<file path="src/core/bpd_pkg.sv">
// Function
// Posting control bits 7..5 read zero
// Posting control bit 3 reads zero
// Upstream bit 4 selects multi-line read bursts
// Multi-line bursting only while chip-control bit clear
// Bit 2 enables downstream prefetchable read bursts
// Bit 1 clear: drain, no posting upstream
// Bit 0 clear: drain, no posting downstream
// Unposted: target accepts word before next
// Unposted: release master after last accepted
// Map clear: never claim range on primary
// Map bit 0 governs serial range one
// Map bit 1 governs serial range two
// Map bit 2 governs serial range three
// Map bit 3 governs serial range four
// Map bit 4 governs parallel range one
// Map bit 5 governs parallel range two
// Map bit 6 governs parallel range three
// Map register bit 7 reads zero
// Posting control resets to 07h
// Map register resets to 00h
// Map applies only where decode enable set
// Reserved writes ignored; changes apply next transaction
package bpd_pkg;

    // ------------------------------------------------------------------
    // Register map
    // ------------------------------------------------------------------
    localparam logic [7:0] BPD_OFS_POST_CTRL = 8'h59;
    localparam logic [7:0] BPD_OFS_PORT_MAP  = 8'h5A;
    localparam logic [7:0] BPD_RST_POST_CTRL = 8'h07;
    localparam logic [7:0] BPD_RST_PORT_MAP  = 8'h00;
    localparam logic [7:0] BPD_WMASK_POST    = 8'h17;
    localparam logic [7:0] BPD_WMASK_MAP     = 8'h7F;
    localparam logic [7:0] BPD_RD_UNMAPPED   = 8'h00;

    // ------------------------------------------------------------------
    // Field positions
    // ------------------------------------------------------------------
    localparam int BPD_BIT_POST_SEC   = 0;
    localparam int BPD_BIT_POST_PRI   = 1;
    localparam int BPD_BIT_DN_BURST   = 2;
    localparam int BPD_BIT_UP_MULTI   = 4;
    localparam int BPD_NUM_RANGES     = 7;
    localparam int BPD_IO_ADDR_W      = 16;

    // ------------------------------------------------------------------
    // Legacy port ranges: two base/mask pairs per map bit.
    // Serial ranges repeat their single window in both slots.
    // ------------------------------------------------------------------
    localparam logic [6:0][15:0] BPD_RANGE_BASE_A = {
        16'h0278, 16'h0378, 16'h03BC, 16'h02E8, 16'h03E8, 16'h02F8, 16'h03F8};
    localparam logic [6:0][15:0] BPD_RANGE_MASK_A = {
        16'h0007, 16'h0007, 16'h0003, 16'h0007, 16'h0007, 16'h0007, 16'h0007};
    localparam logic [6:0][15:0] BPD_RANGE_BASE_B = {
        16'h0678, 16'h0778, 16'h07BC, 16'h02E8, 16'h03E8, 16'h02F8, 16'h03F8};
    localparam logic [6:0][15:0] BPD_RANGE_MASK_B = {
        16'h0003, 16'h0003, 16'h0003, 16'h0007, 16'h0007, 16'h0007, 16'h0007};

    // ------------------------------------------------------------------
    // Write transfer sequencer states
    // ------------------------------------------------------------------
    typedef enum logic [4:0] {
        BPD_ST_IDLE    = 5'b00001,
        BPD_ST_DRAIN   = 5'b00010,
        BPD_ST_FETCH   = 5'b00100,
        BPD_ST_FORWARD = 5'b01000,
        BPD_ST_POSTED  = 5'b10000
    } bpd_state_t;

    // Whole block state in one carrier.
    typedef struct packed {
        logic [7:0] post_ctrl;
        logic [7:0] port_map;
        logic [7:0] rdata;
        bpd_state_t state;
        logic       claim;
        logic       posted;
        logic       dn_burst;
        logic       up_multi;
        logic       take;
        logic       fwd_valid;
        logic       release_src;
        logic       busy;
        logic       last;
    } bpd_regs_t;

endpackage

</file>
<file path="src/core/bpd_core.sv">
`timescale 1ns/1ps
module bpd_core
    import bpd_pkg::*;
(
    input  wire logic                     clock_in,
    input  wire logic                     rst_in,
    input  wire logic [7:0]               reg_addr_in,
    input  wire logic [7:0]               reg_wdata_in,
    input  wire logic                     reg_wr_in,
    input  wire logic                     reg_rd_in,
    output logic      [7:0]               reg_rdata_out,
    input  wire logic                     chip_ctrl_up_inhibit_in,
    input  wire logic [6:0]               port_decode_enable_in,
    input  wire logic [BPD_IO_ADDR_W-1:0] io_addr_in,
    input  wire logic                     io_window_hit_in,
    output logic                          io_claim_out,
    input  wire logic                     txn_start_in,
    input  wire logic                     txn_write_in,
    input  wire logic                     txn_upstream_in,
    input  wire logic                     txn_prefetch_in,
    input  wire logic                     txn_multi_read_in,
    input  wire logic                     buf_empty_in,
    input  wire logic                     src_valid_in,
    input  wire logic                     src_last_in,
    input  wire logic                     tgt_accept_in,
    output logic                          txn_busy_out,
    output logic                          posted_out,
    output logic                          dn_burst_out,
    output logic                          up_multi_out,
    output logic                          src_take_out,
    output logic                          fwd_valid_out,
    output logic                          src_release_out
);

    // ------------------------------------------------------------------
    // State
    // ------------------------------------------------------------------
    bpd_regs_t                  cur_ff;
    bpd_regs_t                  nxt_cur;
    logic [BPD_NUM_RANGES-1:0]  range_hit;

    // ------------------------------------------------------------------
    // Legacy range match
    // ------------------------------------------------------------------
    // One comparator pair per map bit; a range matches when the address
    // bits above its mask equal its base.
    genvar gi;
    generate
        for (gi = 0; gi < BPD_NUM_RANGES; gi = gi + 1) begin : g_range
            assign range_hit[gi] =
                ((io_addr_in & ~BPD_RANGE_MASK_A[gi]) == BPD_RANGE_BASE_A[gi]) ||
                ((io_addr_in & ~BPD_RANGE_MASK_B[gi]) == BPD_RANGE_BASE_B[gi]);
        end
    endgenerate

    // ------------------------------------------------------------------
    // Next-state logic
    // ------------------------------------------------------------------
    // Register access, primary decode and the write sequencer all live in
    // one process so that every output is a plain flop of the carrier.
    always_comb begin
        logic       en_range;
        logic       map_says;
        logic       post_sel;
        nxt_cur  = cur_ff;
        en_range = 1'b0;
        map_says = 1'b0;
        post_sel = 1'b0;

        // Register writes keep only writable bits, so reserved bits stay
        // zero and no write to them has any effect.
        if (reg_wr_in) begin
            if (reg_addr_in == BPD_OFS_POST_CTRL) begin
                nxt_cur.post_ctrl = reg_wdata_in & BPD_WMASK_POST;
            end else if (reg_addr_in == BPD_OFS_PORT_MAP) begin
                nxt_cur.port_map = reg_wdata_in & BPD_WMASK_MAP;
            end
        end

        // Read data stands for exactly the cycle after the read strobe.
        nxt_cur.rdata = BPD_RD_UNMAPPED;
        if (reg_rd_in) begin
            if (reg_addr_in == BPD_OFS_POST_CTRL) begin
                nxt_cur.rdata = cur_ff.post_ctrl & BPD_WMASK_POST;
            end else if (reg_addr_in == BPD_OFS_PORT_MAP) begin
                nxt_cur.rdata = cur_ff.port_map & BPD_WMASK_MAP;
            end
        end

        // Primary decode: a legacy range only overrides the I/O window
        // when its decode enable is set; then the map bit alone decides.
        en_range = |(range_hit & port_decode_enable_in);
        map_says = |(range_hit & port_decode_enable_in & cur_ff.port_map[6:0]);
        if (en_range) begin
            nxt_cur.claim = map_says;
        end else begin
            nxt_cur.claim = io_window_hit_in;
        end

        // Pulses default low every cycle.
        nxt_cur.take        = 1'b0;
        nxt_cur.release_src = 1'b0;

        // Upstream traffic touches the primary side, downstream the
        // secondary side; each direction has its own posting enable.
        post_sel = txn_upstream_in ? cur_ff.post_ctrl[BPD_BIT_POST_PRI]
                                   : cur_ff.post_ctrl[BPD_BIT_POST_SEC];

        unique case (cur_ff.state)
            BPD_ST_IDLE: begin
                // Controls are sampled only here, so a register change made
                // mid-transfer waits for the next accepted transaction.
                if (txn_start_in) begin
                    nxt_cur.dn_burst = !txn_upstream_in && !txn_write_in &&
                                       txn_prefetch_in &&
                                       cur_ff.post_ctrl[BPD_BIT_DN_BURST];
                    nxt_cur.up_multi = txn_upstream_in && !txn_write_in &&
                                       txn_multi_read_in &&
                                       cur_ff.post_ctrl[BPD_BIT_UP_MULTI] &&
                                       !chip_ctrl_up_inhibit_in;
                    if (txn_write_in) begin
                        nxt_cur.posted = post_sel;
                        if (post_sel) begin
                            nxt_cur.state = BPD_ST_POSTED;
                        end else begin
                            nxt_cur.state = BPD_ST_DRAIN;
                        end
                    end else begin
                        nxt_cur.posted = 1'b0;
                    end
                end
            end
            BPD_ST_DRAIN: begin
                // Buffered data must be gone before unposted data enters.
                if (buf_empty_in) begin
                    nxt_cur.state = BPD_ST_FETCH;
                end
            end
            BPD_ST_FETCH: begin
                // Take one word, then hold off the source.
                if (src_valid_in) begin
                    nxt_cur.take      = 1'b1;
                    nxt_cur.fwd_valid = 1'b1;
                    nxt_cur.last      = src_last_in;
                    nxt_cur.state     = BPD_ST_FORWARD;
                end
            end
            BPD_ST_FORWARD: begin
                // The next word is only taken after the target accepts,
                // and the master is released only after the last one.
                if (tgt_accept_in) begin
                    nxt_cur.fwd_valid = 1'b0;
                    if (cur_ff.last) begin
                        nxt_cur.release_src = 1'b1;
                        nxt_cur.state       = BPD_ST_IDLE;
                    end else begin
                        nxt_cur.state = BPD_ST_FETCH;
                    end
                end
            end
            BPD_ST_POSTED: begin
                // Posted words stream in; the master completes with the last.
                // The source drops its offer only after it sees the registered
                // take, so the cycle right after a take is skipped; otherwise
                // the same word would be counted twice.
                if (src_valid_in && !cur_ff.take) begin
                    nxt_cur.take = 1'b1;
                    if (src_last_in) begin
                        nxt_cur.release_src = 1'b1;
                        nxt_cur.state       = BPD_ST_IDLE;
                    end
                end
            end
        endcase

        // Busy is a flop of its own so the output needs no decode.
        nxt_cur.busy = (nxt_cur.state != BPD_ST_IDLE);
    end

    // ------------------------------------------------------------------
    // Registers
    // ------------------------------------------------------------------
    // Synchronous reset to the documented register defaults.
    always_ff @(posedge clock_in) begin
        if (rst_in) begin
            cur_ff.post_ctrl   <= BPD_RST_POST_CTRL;
            cur_ff.port_map    <= BPD_RST_PORT_MAP;
            cur_ff.rdata       <= BPD_RD_UNMAPPED;
            cur_ff.state       <= BPD_ST_IDLE;
            cur_ff.claim       <= 1'b0;
            cur_ff.posted      <= 1'b0;
            cur_ff.dn_burst    <= 1'b0;
            cur_ff.up_multi    <= 1'b0;
            cur_ff.take        <= 1'b0;
            cur_ff.fwd_valid   <= 1'b0;
            cur_ff.release_src <= 1'b0;
            cur_ff.busy        <= 1'b0;
            cur_ff.last        <= 1'b0;
        end else begin
            cur_ff <= nxt_cur;
        end
    end

    // ------------------------------------------------------------------
    // Outputs
    // ------------------------------------------------------------------
    // Every output is a direct flop of the state carrier.
    assign reg_rdata_out   = cur_ff.rdata;
    assign io_claim_out    = cur_ff.claim;
    assign txn_busy_out    = cur_ff.busy;
    assign posted_out      = cur_ff.posted;
    assign dn_burst_out    = cur_ff.dn_burst;
    assign up_multi_out    = cur_ff.up_multi;
    assign src_take_out    = cur_ff.take;
    assign fwd_valid_out   = cur_ff.fwd_valid;
    assign src_release_out = cur_ff.release_src;

endmodule

</file>
<file path="config.mk">
export PLATFORM = sky130hd
export DESIGN_NAME = bpd_core
export DESIGN_NICKNAME = d
export VERILOG_FILES = /design/src/core/bpd_pkg.sv /design/src/core/bpd_core.sv
export SDC_FILE = /design/constraint.sdc
export NUM_CORES = 1
export LEC_CHECK = 0
export ABC_AREA = 1
export BUFFER_PORTS_ARGS = -buffer_cell sky130_fd_sc_hd__buf_2
export CORE_ASPECT_RATIO = 0.5
export CORE_UTILIZATION = 45
export CTS_CLUSTER_DIAMETER = 200
export DETAILED_ROUTE_END_ITERATION = 8
export HOLD_SLACK_MARGIN = 0.1
export MAX_ROUTING_LAYER = met4
export PLACE_DENSITY = 0.75
export SLEW_MARGIN = 30
export SYNTH_ARGS = -nofsm -noshare
export SYNTH_HDL_FRONTEND = slang
export SYNTH_SLANG_ARGS = --single-unit
</file>
<file path="constraint.sdc">
create_clock -name clock_in -period 2.8 [get_ports clock_in]
set_input_delay 0.14 -clock clock_in [delete_from_list [all_inputs] [get_ports clock_in]]
set_output_delay 0.14 -clock clock_in [all_outputs]
set_load 0.005 [all_outputs]
</file>
==> out/results.md <==
Yosys
* 267 — Cells after Synth
* 1789 um^2 — area of the mapped netlist
* 35.80% — sequential area share after synthesis
* 6.701 um^2 — mean area per synthesized cell
* 321 — synthesized net count
* dfxtp_1 — cell accounting for the most synthesized area
* 28 — distinct cell type count after synthesis
* 32 — synthesis-stage register bit count
* 35.80% — portion of synthesized cell area occupied by the leading cell type
* dfxtp_1, inv_1, nand2_1 — ranking of synthesized cells by area
* 0 — yosys warns

Die
* 91.18 um — overall die width
* 4247 um^2 — die area
* 49.40% — Starting Density
* 3622 um^2 — core area
* 15 — number of cell rows
* 70 — boundary pin count
* 46.59 um — Die H

Critical path
* txn_busy_out$_SDFF_PP0_ — critical register-to-register path endpoint
* 8 — worst reg2reg path depth
* cur_ff[11]$_SDFF_PP0_ — launching point of the worst reg2reg path
* flip-flop — crit path capture type
* flip-flop to flip-flop — type of the worst setup path
* 5 — maximum fanout along the worst path
* 2980 ps — required time of the critical path
* 1390 ps — Reg2Reg Setup Slack
* flip-flop — Critical Path Start Type
* 1590 ps — critical path data arrival time

Run status
* finished clean — outcome

Min path
* 3 — Cells on Worst Hold Path
* cur_ff[27]$_SDFFE_PP0P_ — worst hold endpoint
* reg_wdata_in[5] — launch instance of the worst min-delay path
* input pin to flip-flop — Hold/Removal Path Class

Timing
* 0 — final-report max-slew violation count
* 0 — count of final hold-check violations
* 0 — total of endpoints with negative setup slack in the final report
* 8.816 ps — final worst clock skew
* 710.1 MHz — Achievable Freq
* no — unrepaired setup endpoints after global routing
* 1392 ps — final critical-path setup slack
* 1408 ps — post-route minimum period
* 50.30% — final period utilization
* 0 ps — post-route setup TNS

Clocking
* 70 ps — clock transition time at the flip-flop clock pins of the worst setup and hold paths
* 5 — total clock buffers created by CTS
* 2 — number of H-tree branching levels
* 2 — CTS max path bufs
* built — TritonCTS clock tree
* 32 — TritonCTS Sinks
* clkbuf_8 — Root Driver
* 290 ps — insertion delay of the later-clocked pin in the worst-skew pair

Drt
* 0 — DRT antenna net count
* 90 — violation count after the first detailed-routing iteration
* 4405 um — drt total wl
* 1941 — via count
* 5.042 — routed via count divided by cell count
* 5 — 1st-pass router iterations
* 0 — remaining design rule violation count
* 11.44 um — routed length per instance

Place
* 65 — buffers added on ports
* 1380 ps — post-place setup slack
* 0.8695 — global placer's final weighted congestion
* 3280 um — detailed placement HPWL

Job
* 0 — max capacitance violation total

Global route
* 7120 um — global-route wire length before repair
* 0 — antenna violations before repair
* 0 — total gr overflow
* 22.51% — overall fraction of global-route tracks in use
* 17 — maximum number of pins on one net before global-route repair
* 1767 — number of global-route vias before repair

Pwr
* 459.8 nW/um^2 — cell area power density
* 1.134 nW — Leakage Power
* 0.3262 mV — Peak supply drop

Cells and area
* 0 — diodes inserted
* 17 — max reg flops
* cur_ff — register bank with the most flops
* 387 — number of nets in the layout
* 26.43% — layout overhead on the synthesized area
* 62.45% — utilization after layout
* 26.65% — share of post-route cells with drive strength above 1

[synth_stat cells, drive strengths merged]
cell type	number
nor3	7
dfxtp	32
a221oi	1
nand2	42
nand4	10
nor2	41
nor4	2
inv	47
o22ai	1
o21ai	19
conb	1
or2	1
clkbuf	2
a21boi	2
a21oi	23
o32ai	4
and2	2
nand3	20
buf	10
[timing repair]
action                                 CTS  global route
hold buffers                             6             0
gates resized for setup                  0             0
setup buffers                            0             0
endpoints found under the hold margin    6             0
[per-stage QoR]
step	std cells	hold WS (ps)	cell area [um^2]	power (mW)
finish	385	135.6	2262	1.040
global route	385	154.7	2262	1.084
CTS	385	133.7	2262	1.050
detailed placement	371	376.2	2095	0.6050
global placement	371	372.0	2095	0.6021
floorplan	267	239.7	1789	0.5484
[power by group]
part	internal (mW)	switching (mW)	total, mW
clock network	0.264	0.173	0.437
logic	0.0586	0.0717	0.130
registers	0.465	0.00729	0.473
total	0.788	0.252	1.04
[worst max-delay path by stage]
stage	startpoint	endpoint	slack [ps]
after detailed placement	reg_addr_in[2]	cur_ff[22]$_SDFFE_PP0P_	1380
final	cur_ff[11]$_SDFF_PP0_	txn_busy_out$_SDFF_PP0_	1390
after CTS	cur_ff[11]$_SDFF_PP0_	txn_busy_out$_SDFF_PP0_	1400
after floorplan	cur_ff[11]$_SDFF_PP0_	txn_busy_out$_SDFF_PP0_	1580
after global routing	cur_ff[11]$_SDFF_PP0_	txn_busy_out$_SDFF_PP0_	1280
after global placement	cur_ff[9]$_SDFF_PP1_	txn_busy_out$_SDFF_PP0_	1420
[logic make-up after synthesis]
family          synth area share (%)
compound gates                 15.38
buf+inv                        14.55
flops                          35.80
other cells                   0.2096
simple gates                   34.06
[routing by layer]
metal	vias to the layer above	GRT usage, %	part of all wire (%)
met1	881	24.38	44
met3	8	5.611	5.1
met2	58	42.12	50
met4	0	7.937	1.4
li1	994	-	-
met5	-	-	0
[worst max-delay path, stage by stage, from the launching register on]
cell and delay, ps:
dfxtp_1 360, nor2_2 230, nand3_2 140, o22ai_1 230, nor2_1 90, nor2_1 100, nand3_1 70, nand2_1 60
inv_1 40
[placed cells by master (no fill, tap or decap)]
cell | netlist | final
clkbuf_8 | 0 | 5
dlygate4sd3_1 | 0 | 6
buf_2 | 1 | 65
inv_2 | 2 | 2
conb_1 | 1 | 1
nor3_1 | 4 | 4
nor3_2 | 3 | 3
nand4_1 | 9 | 9
or2_2 | 1 | 1
nor2_2 | 3 | 3
o21ai_0 | 18 | 18
nand3_1 | 15 | 15
o21ai_1 | 1 | 1
nor2_4 | 2 | 2
dfxtp_1 | 32 | 32
and2_1 | 2 | 2
nand2_1 | 42 | 42
nor2_1 | 36 | 36
clkinv_2 | 0 | 1
a21oi_1 | 23 | 23
a221oi_1 | 1 | 1
bufinv_16 | 0 | 1
nand4_2 | 1 | 1
nand3_2 | 5 | 5
clkbuf_1 | 2 | 1
o32ai_1 | 4 | 4
o22ai_1 | 1 | 1
nor4_1 | 2 | 2
a21boi_0 | 2 | 2
inv_1 | 45 | 45
[final cells by class]
cell class / count / area, um^2
clock buffers: 6 / 72.57
clock inverters: 2 / 35.03
fillers: 347 / 1360
inverters: 47 / 176.4
multi-input cells: 176 / 888.4
flip-flops and latches: 32 / 640.6
well taps: 51 / 63.81
repair buffers: 71 / 385.4
Note: power is estimated with default switching activity, not from simulation.
